## src/lsf_pkg.sv

```systemverilog
/*
 Package for the backlight driver state and fault controller: register map,
 field positions, reset values, timing constants and the current table.
 Assumes a 25 MHz system clock.
*/
package lsf_pkg;
	localparam int          LSF_NSTR        = 5;
	localparam int          LSF_CLK_HZ      = 25000000;
	localparam int          LSF_DEB_MS      = 16;
	localparam int          LSF_DEB_CYC     = LSF_DEB_MS * (LSF_CLK_HZ / 1000);
	localparam int          LSF_SYNC_LEN    = 3;
	// Register offsets
	localparam logic [3:0]  LSF_A_ENABLE    = 4'h0;
	localparam logic [3:0]  LSF_A_LEVEL1    = 4'h1;
	localparam logic [3:0]  LSF_A_LEVEL2    = 4'h2;
	localparam logic [3:0]  LSF_A_STR_FLT   = 4'h3;
	localparam logic [3:0]  LSF_A_GLB_FLT   = 4'h4;
	localparam logic [3:0]  LSF_A_STATE     = 4'h5;
	localparam logic [3:0]  LSF_A_IRQ_STAT  = 4'h6;
	localparam logic [3:0]  LSF_A_IRQ_MASK  = 4'h7;
	localparam logic [3:0]  LSF_A_CUR1      = 4'h8;
	localparam logic [3:0]  LSF_A_CUR2      = 4'h9;
	// Global fault bit positions
	localparam int          LSF_B_OVP       = 0;
	localparam int          LSF_B_THERM     = 1;
	localparam int          LSF_B_DIODE     = 2;
	// Interrupt status bit positions
	localparam int          LSF_I_STR       = 0;
	localparam int          LSF_I_GLB       = 1;
	localparam int          LSF_I_RUN       = 2;
	// Reset values
	localparam logic [4:0]  LSF_RST_ENABLE  = 5'h00;
	localparam logic [6:0]  LSF_RST_LEVEL   = 7'h00;
	localparam logic [2:0]  LSF_RST_MASK    = 3'h0;

	typedef enum logic [1:0] {
		LSF_SHUTDOWN = 2'b00,
		LSF_STANDBY  = 2'b01,
		LSF_ON       = 2'b10
	} lsf_state_t;

	typedef struct packed {
		logic [3:0] addr;
		logic [7:0] wdata;
		logic       wr;
		logic       rd;
	} lsf_bus_t;

	typedef struct packed {
		logic [4:0] open_det;
		logic [4:0] short_det;
		logic       overvoltage_fault;
		logic       therm;
		logic       diode_open;
		logic       vdd_ok;
		logic       vin_ok;
	} lsf_sense_t;

	// Regulator current in units of 10 uA, one entry per level code
	localparam logic [11:0] LSF_CUR_TAB [128] = '{
		12'd5,    12'd10,   12'd20,   12'd25,   12'd35,   12'd45,   12'd55,   12'd65,
		12'd75,   12'd85,   12'd100,  12'd110,  12'd120,  12'd135,  12'd145,  12'd160,
		12'd175,  12'd185,  12'd200,  12'd215,  12'd230,  12'd245,  12'd260,  12'd275,
		12'd290,  12'd305,  12'd320,  12'd335,  12'd350,  12'd365,  12'd385,  12'd400,
		12'd415,  12'd435,  12'd455,  12'd470,  12'd490,  12'd505,  12'd525,  12'd545,
		12'd560,  12'd580,  12'd595,  12'd615,  12'd635,  12'd650,  12'd670,  12'd690,
		12'd710,  12'd730,  12'd745,  12'd765,  12'd785,  12'd805,  12'd825,  12'd845,
		12'd865,  12'd885,  12'd905,  12'd925,  12'd945,  12'd965,  12'd990,  12'd1010,
		12'd1030, 12'd1050, 12'd1070, 12'd1090, 12'd1115, 12'd1135, 12'd1155, 12'd1180,
		12'd1200, 12'd1220, 12'd1245, 12'd1265, 12'd1285, 12'd1310, 12'd1330, 12'd1355,
		12'd1375, 12'd1400, 12'd1420, 12'd1445, 12'd1465, 12'd1490, 12'd1515, 12'd1535,
		12'd1560, 12'd1580, 12'd1605, 12'd1630, 12'd1650, 12'd1675, 12'd1700, 12'd1725,
		12'd1745, 12'd1770, 12'd1795, 12'd1820, 12'd1845, 12'd1865, 12'd1890, 12'd1915,
		12'd1940, 12'd1965, 12'd1990, 12'd2015, 12'd2040, 12'd2065, 12'd2090, 12'd2115,
		12'd2140, 12'd2165, 12'd2190, 12'd2215, 12'd2240, 12'd2265, 12'd2290, 12'd2315,
		12'd2340, 12'd2370, 12'd2395, 12'd2420, 12'd2445, 12'd2470, 12'd2500, 12'd2525
	};
endpackage

```

## src/lsf_ctrl.sv

```systemverilog
/*
 State and fault controller of a five-string backlight LED driver.
 Assumes analog sense comparators arrive asynchronously and are
 synchronised here; the register port is driven on mclk.
*/
// Functional notes
// - 7-bit level code selects monotonic current, 0x00 is 0.05 mA, 0x7F 25.25 mA.
// - Leaving shutdown, soft-start begins once any string is enabled.
// - Interface supply low with valid input: shutdown, registers reset, outputs off.
// - Interface supply and input valid: standby, commands accepted, converter off.
// - From standby, converter turns on when any regulator is enabled.
// - Switch node and all five string outputs high impedance while converter off.
// - Each string has separate open and short detectors.
// - Fault held 16 ms is latched and its regulator disabled.
// - Reading string fault flags clears them and re-enables the strings.
// - Global fault clears enables; leave standby after its read and a new enable.
`timescale 1ns/1ps
module lsf_ctrl
	import lsf_pkg::*;
#(
	parameter int DEB_CYC = LSF_DEB_CYC
) (
	// Clock and reset
	input  wire logic       mclk,
	input  wire logic       sys_rst,
	input  wire logic       clk_en,
	// Register port
	input  wire lsf_bus_t   bus,
	output logic [7:0]      rdata,
	// Analog sense inputs
	input  wire lsf_sense_t sense,
	// Power stage controls
	output logic            converter_on,
	output logic            soft_start,
	output logic [4:0]      string_on,
	output logic [4:0]      string_hiz,
	output logic            converter_switch_node_hiz,
	output logic [6:0]      level1,
	output logic [6:0]      level2,
	output logic [1:0]      power_state,
	output logic            irq
);

	localparam int SW = $bits(lsf_sense_t);
	localparam int DW = $clog2(DEB_CYC + 1);

	// Three stage synchroniser; only stages two and three are looked at
	logic [SW-1:0] s1;
	logic [SW-1:0] s2;
	logic [SW-1:0] s3;
	logic [SW-1:0] stable;
	lsf_sense_t    sn;

	always_ff @(posedge mclk) begin
		if (sys_rst) begin
			s1 <= '0;
			s2 <= '0;
			s3 <= '0;
			stable <= '0;
		end else if (clk_en) begin
			s1 <= sense;
			s2 <= s1;
			s3 <= s2;
			for (int i = 0; i < SW; i++) begin
				if (s2[i] == s3[i]) begin
					stable[i] <= s3[i];
				end
			end
		end
	end
	assign sn = lsf_sense_t'(stable);

	// Registers
	lsf_state_t    state;
	logic [4:0]    enable;
	logic [6:0]    lvl1;
	logic [6:0]    lvl2;
	logic [4:0]    str_flt;
	logic [2:0]    glb_flt;
	logic [2:0]    irq_stat;
	logic [2:0]    irq_mask;
	logic [4:0]    deb_hit;

	wire supply_ok  = sn.vdd_ok & sn.vin_ok;
	wire wr_enable  = bus.wr && (bus.addr == LSF_A_ENABLE);
	wire wr_level1  = bus.wr && (bus.addr == LSF_A_LEVEL1);
	wire wr_level2  = bus.wr && (bus.addr == LSF_A_LEVEL2);
	wire wr_imask   = bus.wr && (bus.addr == LSF_A_IRQ_MASK);
	wire wr_istat   = bus.wr && (bus.addr == LSF_A_IRQ_STAT);
	wire rd_strflt  = bus.rd && (bus.addr == LSF_A_STR_FLT);
	wire rd_glbflt  = bus.rd && (bus.addr == LSF_A_GLB_FLT);
	wire [2:0] glb_ev = {sn.diode_open, sn.therm, sn.overvoltage_fault};
	wire glb_any    = |glb_ev;
	wire glb_block  = |glb_flt;
	wire [4:0] next_str_flt = (rd_strflt ? 5'h00 : str_flt) | deb_hit;

	// Debounce per string, open or short alike
	generate
		for (genvar g = 0; g < LSF_NSTR; g++) begin : g_deb
			logic [DW-1:0] cnt;
			wire flt = sn.open_det[g] | sn.short_det[g];
			always_ff @(posedge mclk) begin
				if (sys_rst || state != LSF_ON) begin
					cnt <= '0;
					deb_hit[g] <= 1'b0;
				end else if (clk_en) begin
					if (!flt || !enable[g]) begin
						cnt <= '0;
						deb_hit[g] <= 1'b0;
					end else if (cnt == DW'(DEB_CYC - 1)) begin
						cnt <= '0;
						deb_hit[g] <= 1'b1;
					end else begin
						cnt <= cnt + 1'b1;
						deb_hit[g] <= 1'b0;
					end
				end
			end
		end
	endgenerate

	// Enables: string faults clear one bit, global faults all
	logic [4:0] next_enable;
	always_comb begin
		next_enable = enable;
		if (wr_enable && !glb_block) begin
			next_enable = bus.wdata[4:0];
		end
		if (rd_strflt) begin
			next_enable = next_enable | str_flt;
		end
		next_enable = next_enable & ~deb_hit;
		if (glb_any) begin
			next_enable = 5'h00;
		end
	end

	lsf_state_t next_state;
	always_comb begin
		case (state)
			LSF_SHUTDOWN: next_state = supply_ok ? LSF_STANDBY : LSF_SHUTDOWN;
			LSF_STANDBY:  next_state = (|enable && !glb_block) ? LSF_ON : LSF_STANDBY;
			LSF_ON:       next_state = (glb_any || ~|enable) ? LSF_STANDBY : LSF_ON;
			default:      next_state = LSF_SHUTDOWN;
		endcase
		if (!supply_ok) begin
			next_state = LSF_SHUTDOWN;
		end
	end

	always_ff @(posedge mclk) begin
		if (sys_rst || (clk_en && !supply_ok)) begin
			state <= LSF_SHUTDOWN;
			enable <= LSF_RST_ENABLE;
			lvl1 <= LSF_RST_LEVEL;
			lvl2 <= LSF_RST_LEVEL;
			str_flt <= '0;
			glb_flt <= '0;
			irq_stat <= '0;
			irq_mask <= LSF_RST_MASK;
		end else if (clk_en) begin
			state <= next_state;
			enable <= (state == LSF_SHUTDOWN) ? LSF_RST_ENABLE : next_enable;
			if (wr_level1) begin
				lvl1 <= bus.wdata[6:0];
			end
			if (wr_level2) begin
				lvl2 <= bus.wdata[6:0];
			end
			if (wr_imask) begin
				irq_mask <= bus.wdata[2:0];
			end
			str_flt <= next_str_flt;
			glb_flt <= (rd_glbflt ? 3'h0 : glb_flt) | glb_ev;
			// Set beats write-one-clear
			irq_stat[LSF_I_STR] <= (irq_stat[LSF_I_STR] & ~(wr_istat & bus.wdata[LSF_I_STR])) | (|deb_hit);
			irq_stat[LSF_I_GLB] <= (irq_stat[LSF_I_GLB] & ~(wr_istat & bus.wdata[LSF_I_GLB])) | glb_any;
			irq_stat[LSF_I_RUN] <= (irq_stat[LSF_I_RUN] & ~(wr_istat & bus.wdata[LSF_I_RUN]))
				| (state == LSF_STANDBY && next_state == LSF_ON);
		end
	end

	// Read mux
	logic [7:0] next_rdata;
	always_comb begin
		if (bus.addr == LSF_A_ENABLE) begin
			next_rdata = {3'h0, enable};
		end else if (bus.addr == LSF_A_LEVEL1) begin
			next_rdata = {1'b0, lvl1};
		end else if (bus.addr == LSF_A_LEVEL2) begin
			next_rdata = {1'b0, lvl2};
		end else if (bus.addr == LSF_A_STR_FLT) begin
			next_rdata = {3'h0, str_flt};
		end else if (bus.addr == LSF_A_GLB_FLT) begin
			next_rdata = {5'h00, glb_flt};
		end else if (bus.addr == LSF_A_STATE) begin
			next_rdata = {6'h00, state};
		end else if (bus.addr == LSF_A_IRQ_STAT) begin
			next_rdata = {5'h00, irq_stat};
		end else if (bus.addr == LSF_A_IRQ_MASK) begin
			next_rdata = {5'h00, irq_mask};
		end else if (bus.addr == LSF_A_CUR1) begin
			next_rdata = LSF_CUR_TAB[lvl1][11:4];
		end else if (bus.addr == LSF_A_CUR2) begin
			next_rdata = LSF_CUR_TAB[lvl2][11:4];
		end else begin
			next_rdata = 8'h00;
		end
	end

	wire conv = (state == LSF_ON);

	always_ff @(posedge mclk) begin
		if (sys_rst) begin
			rdata <= 8'h00;
			converter_on <= 1'b0;
			soft_start <= 1'b0;
			string_on <= 5'h00;
			string_hiz <= 5'h1f;
			converter_switch_node_hiz <= 1'b1;
			level1 <= LSF_RST_LEVEL;
			level2 <= LSF_RST_LEVEL;
			power_state <= 2'b00;
			irq <= 1'b0;
		end else if (clk_en) begin
			rdata <= bus.rd ? next_rdata : 8'h00;
			converter_on <= conv;
			soft_start <= (state == LSF_STANDBY && next_state == LSF_ON);
			string_on <= conv ? enable : 5'h00;
			string_hiz <= conv ? 5'h00 : 5'h1f;
			converter_switch_node_hiz <= !conv;
			level1 <= lvl1;
			level2 <= lvl2;
			power_state <= state;
			irq <= |(irq_stat & irq_mask);
		end
	end
endmodule

```

## config.mk

```make
export PLATFORM = sky130hd
export DESIGN_NAME = lsf_ctrl
export DESIGN_NICKNAME = d
export VERILOG_FILES = /design/src/lsf_pkg.sv /design/src/lsf_ctrl.sv
export SDC_FILE = /design/constraint.sdc
export NUM_CORES = 1
export LEC_CHECK = 0
export ABC_AREA = 1
export BUFFER_PORTS_ARGS = -buffer_cell sky130_fd_sc_hd__buf_2
export CAP_MARGIN = 20
export CORE_MARGIN = 4
export CORE_UTILIZATION = 55
export DETAILED_ROUTE_END_ITERATION = 6
export PLACE_DENSITY = 0.73
export SYNTH_ARGS = -nofsm -noshare
export SYNTH_HDL_FRONTEND = slang
export SYNTH_SLANG_ARGS = --single-unit
```

## constraint.sdc

```tcl
create_clock -name mclk -period 3.58 [get_ports mclk]
set_input_delay 0.358 -clock mclk [delete_from_list [all_inputs] [get_ports mclk]]
set_output_delay 0.358 -clock mclk [all_outputs]
set_load 0.01 [all_outputs]
```

==> metrics.md, run 1 <==
| Metric | Value |
|---|---|
| Synth Warn # | 0 |
| Vias in the first global route | 10930 |
| Drt drc | 0 |
| Layout Area Growth over Synthesis | 10.37% |
| Hold crit path type | input pin to flip-flop |
| TritonCTS Sinks | 228 |
| Die Span Y | 155.9 um |
| Clk buf depth | 3 |
| Switch Pwr | 1283 uW |
| Max Slew Vio Count | 0 |
| CP Max Fanout | 11 |
| Pwr/cell area | 413.7 nW/um^2 |
| RSZ-0062 raised after global routing | false |
| Worst Path Required | 3960 ps |
| Mean Syn Cell Area | 6.810 sq um |
| Outcome | finished, final reports clean |
| Die area | 24310 sq um |
| Multi-input gate area | 6437 sq um |
| Sw frac | 23.36% |
| Most common flop cell mapped by yosys | dfxtp_1 |
| FF/Latch Area | 4564 sq um |
| RePlAce Congestion | 0.9767 |
| Final-layout fill cell count | 1998 |
| Post-synth EDFFs | 0 |
| Largest area contributor in the netlist | dfxtp_1 |
| Post-route setup TNS | 0 ps |
| Drt wl/cell | 14.90 um |
| I/O Buffers | 68 |
| Yosys cell types | 54 |
| CTS H-Tree Depth | 1 |
| Worst Skew | 11.48 ps |
| Drt first-iter violations | 925 |
| Combinational power share | 4.4% |
| IO Count | 70 |
| GR Util All Layers | 25.01% |
| Synth top area share | 37.93% |
| End-of-flow core utilization | 62.39% |
| Max Cap Violations | 0 |
| Diodes inserted | 0 |
| Num CTS Buffers | 26 |
| Yosys reg bits | 228 |
| Clock transition at path regs | 60 ps |
| Final wirelength | 31.16 mm |
| Worst setup SP type | flip-flop |
| Final Cell Area | 13280 sq um |
| Critical path origin | lvl1[1]$_SDFFE_PP0P_ |
| Largest cells by area after synthesis | dfxtp_1, nand2_1, a21oi_1 |
| Grt total ovfl | 0 |
| Cell Area, Synth | 12030 sq um |
| Worst r2r src | lvl1[1]$_SDFFE_PP0P_ |
| Remaining antenna violation count | 0 |
| Maximum vdd drop | 378.8 uV |
| Largest net degree at the start of global routing | 72 |
| Worst Hold Launch | sense[0] |
| First-pass GRT wire length | 52.04 mm |
| Die width | 155.9 um |
| Ys async rst share | 0% |
| Root Buffer | clkbuf_16 |
| Initial antenna violation count | 0 |
| Cells after synthesis | 1767 |
| FP Rows | 53 |
| Fin. Hold Viols | 0 |
| Worst slew margin | 32.27% |
| Min cycle time layout | 2683 ps |
| Total number of vias | 11660 |
| # Post-CTS Setup Buffers | 0 |
| Register area share after synthesis | 37.93% |
| Internal power | 4211 uW |
| Kind of critical path | flip-flop to flip-flop |
| Clk_lat worst skew | 540 ps |
| Max frequency | 0.3728 GHz |
| Share of cells above drive strength 1 | 9.416% |
| TritonRoute pass-1 iters | 6 |
| Crit path DAT | 3070 ps |
| Initial Util | 56.53% |
| Hold-fix buffers at CTS | 0 |
| Nets | 1858 |
| Synthesized Nets | 1827 |
| Vias per std cell | 5.575 |
| Part of the power in registers | 47.3% |
| TritonCTS clock tree | built |
| Leakage power | 0.004924 uW |
| Final period util | 74.93% |
| Area after DPL | 12410 sq um |
| Worst-Margin Slew | 1016 ps |
| Number of cells upsized or downsized after cts | 0 |
| Post-DP HPWL | 21.60 mm |
| # setup viols final | 0 |
| Critical Path End Type | flip-flop |
| Clock share of power | 48.2% |
| Core ar. | 21290 sq um |
[kinds of logic after synthesis]
family,after synthesis,share of synthesized area (%)
AOI/OAI and AO/OA,371,16.65
xor gates and xnor gates,31,2.256
adders and majority gates,28,2.911
buffers and inverters,244,8.578
DFF,228,37.93
and+or+nand+nor,865,31.68
[flip-flops by register name, summed over array words and instances, names as in the netlist, 3 cells and up]
name and count:
deb_hit 5, enable 5, g_deb.cnt 95, glb_flt 3
irq_mask 3, irq_stat 3, level1 7, level2 7
lvl1 7, lvl2 7, rdata 8, s1 15
s2 15, s3 15, sn 15, str_flt 5
string_on 5
[through the flow]
stage | hold WS [ps] | instances | worst slack [ps] | power [uW]
2_1_floorplan | 423.1 | 1767 | 1511 | 2818
3_3_place_gp | 433.2 | 2045 | 946.2 | 2894
3_5_place_dp | 437.6 | 2045 | 851.8 | 2898
4_1_cts | 23.48 | 2091 | 924.9 | 5537
5_1_grt | 36.99 | 2091 | 609.6 | 5683
6_report | 40.33 | 2091 | 897.4 | 5494
[cell usage in the layout (no fill, tap or decap), types with 6 or more instances in the layout]
master / Yosys / layout
nand2_1: 393 / 393
dfxtp_1: 228 / 228
nor2_1: 211 / 211
a21oi_1: 183 / 183
inv_1: 153 / 153
nand3_1: 133 / 133
o21ai_0: 130 / 130
buf_2: 21 / 67
nor3_1: 39 / 39
xor2_1: 28 / 28
ha_1: 28 / 28
nand4_1: 27 / 27
clkbuf_16: 0 / 26
buf_4: 9 / 14
o211ai_1: 12 / 12
nor4_1: 11 / 11
inv_2: 10 / 10
nor2_2: 10 / 10
a211oi_1: 10 / 10
nor3_2: 7 / 7
nor3b_1: 7 / 7
o21a_1: 6 / 6
nand3b_1: 6 / 6
[routing by layer]
metal | up-vias | track usage, % | wire length, um
li1 | 5925 | - | -
met1 | 5353 | 33.58 | 13980
met2 | 317 | 41.57 | 14510
met3 | 62 | 4.105 | 1936
met4 | 0 | 7.461 | 744
met5 | - | 0 | 0
[path summary, 6_finish.rpt]
kind	end	slack, ps	cells past startpoint
worst min register to register	g_deb[4].cnt[6]$_SDFFE_PP0P_	450	2
worst min-delay path	s1[0]$_SDFFE_PP0P_	40	3
worst max register to register	rdata[0]$_SDFFE_PP0P_	900	17
worst max-delay path	rdata[0]$_SDFFE_PP0P_	900	17
[area by class of cell]
cell class	instances	share of cell area (%)
clock buffers	34	5.351
clock inverters	12	1.196
well taps	275	2.591
multi-input cells	1295	48.47
repair buffers	81	3.316
inverters	166	4.710
flip-flops and latches	228	34.37
[cells in the mapped netlist (6+ instances only)]
cell type	instances
a211oi_1	10
a21oi_1	183
buf_2	21
buf_4	9
clkbuf_1	39
dfxtp_1	228
ha_1	28
inv_1	153
inv_2	10
nand2_1	393
nand3_1	133
nand3b_1	6
nand4_1	27
nor2_1	211
nor2_2	10
nor3_1	39
nor3_2	7
nor3b_1	7
nor4_1	11
o211ai_1	12
o21a_1	6
o21ai_0	130
xor2_1	28
[critical path, stage by stage, from the launching register on]
cell and delay, ps:
dfxtp_1 620, inv_1 300, ha_1 410, nand2_1 150
nand2_1 120, nand2_1 50, nand3_1 90, nand3_1 90
nand3_1 80, nor2_1 50, nor2_1 140, nand3_1 90
nand2_1 60, nand2_1 50, nand2_1 60, nand3_1 60
nand2_1 70, a21oi_1 50
[power groups by stage]
stage	combinational [uW]	sequential, uW	clock (uW)
final	244	2600	2650
after global routing	275	2610	2800
after CTS	243	2600	2690
after detailed placement	241	2660	0
after global placement	239	2660	0
after floorplan	162	2660	0
No activity file was read; power rests on OpenSTA's default activity.
==> run 2, diff against run 1 <==
--- a/config.mk
+++ b/config.mk
@@ -11,7 +11,7 @@
 export CORE_MARGIN = 4
 export CORE_UTILIZATION = 55
 export DETAILED_ROUTE_END_ITERATION = 6
-export PLACE_DENSITY = 0.73
+export PLACE_DENSITY = 0.76
 export SYNTH_ARGS = -nofsm -noshare
 export SYNTH_HDL_FRONTEND = slang
 export SYNTH_SLANG_ARGS = --single-unit
==> constraint.sdc (replaced) <==
create_clock -name mclk -period 2.37 [get_ports mclk]
set_input_delay 0.237 -clock mclk [delete_from_list [all_inputs] [get_ports mclk]]
set_output_delay 0.237 -clock mclk [all_outputs]
set_load 0.01 [all_outputs]
==> metrics.md, run 2 (synthesis results as in run 1) <==
| Metric | Value |
|---|---|
| RePlAce Congestion | 0.9813 (+0.47%) |
| Power, Total | 8615 uW (+57%) |
| Worst r2r src | lvl2[1]$_SDFFE_PP0P_ |
| Max frequency | 0.4589 GHz (+23%) |
| Initial antenna violation count | 0 (unchanged) |
| Pwr/cell area | 625.1 nW/um^2 (+51%) |
| Hold depth | 3 (unchanged) |
| Outcome | complete, but fails checks |
| Commonest non-fill, non-tap cell in the layout | nand2_1 |
| Drt first-iter violations | 894 (-3.4%) |
| Drt drc | 4 (+4) |
| Commonest cells after routing, fill and taps aside | nand2_1, dfxtp_1, nor2_1 |
| CP peak stage delay | 340 ps (-280 ps) |
| Worst Skew | 21.80 ps (+10.32 ps) |
| Layout Area Growth over Synthesis | 14.53% |
| Grt total ovfl | 0 (unchanged) |
| Die width | 155.9 um (unchanged) |
| Hold EP | lvl2[6]$_SDFFE_PP0P_ |
| Core ar. | 21290 sq um (unchanged) |
| Leakage power | 0.005196 uW (+5.5%) |
| IO Count | 70 (unchanged) |
| Die Span Y | 155.9 um (unchanged) |
| Switch Pwr | 1952 uW (+52%) |
| Worst path cell trace | inv_2, buf_4, ha_1, inv_1, nand2_1, nand3_1, nand2_1, nand2_1, nand2_1, nand2_1, nand4_1, nand3_1, nand2_1, nand4_1, nand2_1, nand2_1, nand2_1, a21oi_1 |
| Die area | 24310 sq um (unchanged) |
| Min cycle time layout | 2179 ps (-503.7 ps) |
| Final-layout fill cell count | 1918 (-4.0%) |
| Maximum vdd drop | 645.2 uV (+70%) |
| Max Cap Violations | 0 (unchanged) |
| Root Buffer | clkbuf_16 |
| Drt wl/cell | 14.96 um (+0.38%) |
| Post-DP HPWL | 22.41 mm (+3.8%) |
| Max reg flops | 95 (unchanged) |
| # Post-CTS Setup Buffers | 0 (unchanged) |
| Worst slew margin | 53.05% (+21 points) |
| Worst Path Required | 2830 ps (-1130 ps) |
| Final hold slack | 20.21 ps (-20.12 ps) |
| Multi-input gate area | 6455 sq um (+0.27%) |
| Initial Util | 56.53% (unchanged) |
| Combinational power share | 4.8% (+0.4 points) |
| Diodes inserted | 0 (unchanged) |
| Crit Reg-Reg Endpoint | rdata[2]$_SDFFE_PP0P_ |
| Worst setup SP type | flip-flop |
| Vias in the first global route | 11290 (+3.3%) |
| Crit path top cell by count | nand2_1 |
| Worst Hold Launch | bus[8] |
| Largest net degree at the start of global routing | 56 (-22%) |
| Final period util | 91.94% (+17 points) |
| Crit path DAT | 2640 ps (-430 ps) |
| Violated checks | design-rule violations |
| R2r worst-path depth | 18 (+1) |
| Final wirelength | 32.05 mm (+2.8%) |
| FF/Latch Area | 4566 sq um (about the same) |
| Part of the power in registers | 45.6% (-1.7 points) |
| Buffer and inverter count on the worst path | 3 (+2) |
| FP Rows | 53 (unchanged) |
| Worst path slowest cell | dfxtp_1 |
| Critical Path End Type | flip-flop |
| Internal power | 6663 uW (+58%) |
| Clk buf depth | 3 (unchanged) |
| Hold crit path type | input pin to flip-flop |
| Clock transition at path regs | 60 ps (about the same) |
| Remaining antenna violation count | 0 (unchanged) |
| Reg-to-reg slack, setup | 190 ps (-710 ps) |
| Fin. Hold Viols | 0 (unchanged) |
| Worst-Margin Slew | 703.5 ps (-312.5 ps) |
| Clock share of power | 49.6% (+1.4 points) |
| CP Max Fanout | 7 (-4) |
| # setup viols final | 0 (unchanged) |
| Clk_lat worst skew | 550 ps (about the same) |
| Vias per std cell | 5.596 (+0.38%) |
| CTS H-Tree Depth | 1 (unchanged) |
| Share of cells above drive strength 1 | 11.41% (+2.0 points) |
| First-pass GRT wire length | 53.55 mm (+2.9%) |
| Kind of critical path | flip-flop to flip-flop |
| Top delay family on crit path | simple AND/OR/NAND/NOR gates |
| Sw frac | 22.66% (-0.70 points) |
| Nets | 1907 (+2.6%) |
| TritonRoute pass-1 iters | 7 (+1) |
| I/O Buffers | 68 (unchanged) |
| GR Util All Layers | 25.95% (+0.94 points) |
| TritonCTS Sinks | 228 (unchanged) |
| Biggest register | g_deb.cnt |
| Num CTS Buffers | 26 (unchanged) |
| Max Slew Vio Count | 0 (unchanged) |
| Total number of vias | 11990 (+2.8%) |
| TritonCTS clock tree | built |
==> run 2: changes by cell type in the layout (fill, tap and decap cells not counted), sizes merged <==
| cell | before | now |
|---|---|---|
| buf | 81 | 115 |
| bufinv | 2 | 4 |
| clkbuf | 34 | 35 |
| clkinv | 7 | 8 |
| clkinvlp | 4 | 2 |
| dlygate4sd3 | 0 | 15 |
==> run 2: metrics by stage <==
step	instances	util (%)	area (sq um)	TNS, ps	setup WS, ps
6_report	2142	64.74	13780	0	191.1
5_1_grt	2142	64.74	13780	-25.66	-25.66
4_1_cts	2142	64.66	13760	0	204.2
3_5_place_dp	2079	59.57	12680	0	217.2
3_3_place_gp	2079	59.57	12680	0	225.8
2_1_floorplan	1767	-	12030	0	301.2
==> run 2: cell type report <==
cell class | instances | share of cell area (%)
sequential | 228 | 33.13
inverter | 166 | 4.539
timing repair buffer | 130 | 6.228
multi-input combinational | 1295 | 46.84
tap | 275 | 2.497
clock inverter | 13 | 1.443
clock buffer | 35 | 5.329
==> run 2: how the worst max path moves through the flow <==
stage	startpoint	to	slack, ps	cells past startpoint
after floorplan	lvl1[1]$_SDFFE_PP0P_	rdata[0]$_SDFFE_PP0P_	300	17
after global placement	lvl2[1]$_SDFFE_PP0P_	rdata[0]$_SDFFE_PP0P_	230	19
after detailed placement	lvl2[1]$_SDFFE_PP0P_	rdata[2]$_SDFFE_PP0P_	220	18
after CTS	lvl2[1]$_SDFFE_PP0P_	rdata[2]$_SDFFE_PP0P_	200	18
after global routing	lvl2[0]$_SDFFE_PP0P_	rdata[0]$_SDFFE_PP0P_	-30	18
final	lvl2[1]$_SDFFE_PP0P_	rdata[2]$_SDFFE_PP0P_	190	18
==> run 2: power by group through the flow <==
stage                     clock (uW)  combinational, uW  sequential (uW)
after global routing            4520                462             3930
final                           4270                414             3930
after CTS                       4340                409             3930
after detailed placement           0                387             4010
after global placement             0                383             4010
after floorplan                    0                245             4010
==> run 2: timing repair <==
item	4_1_cts	5_1_grt
setup endpoints to repair	0	1
hold endpoints to repair	15	0
gates resized for setup	0	5
hold buffers	15	0
==> run 2: per-layer routing <==
metal | vias to the layer above | GRT usage (%) | part of all wire, %
met5 | - | 0 | 0
met4 | 0 | 9.379 | 3.5
met3 | 90 | 3.967 | 6.9
met2 | 413 | 42.78 | 46
met1 | 5462 | 34.62 | 44
li1 | 6022 | - | -
==> run 2: worst min-delay path, cell delays in order <==
cell and delay [ps]:
buf_2 90, o21ai_0 80, a21oi_1 110
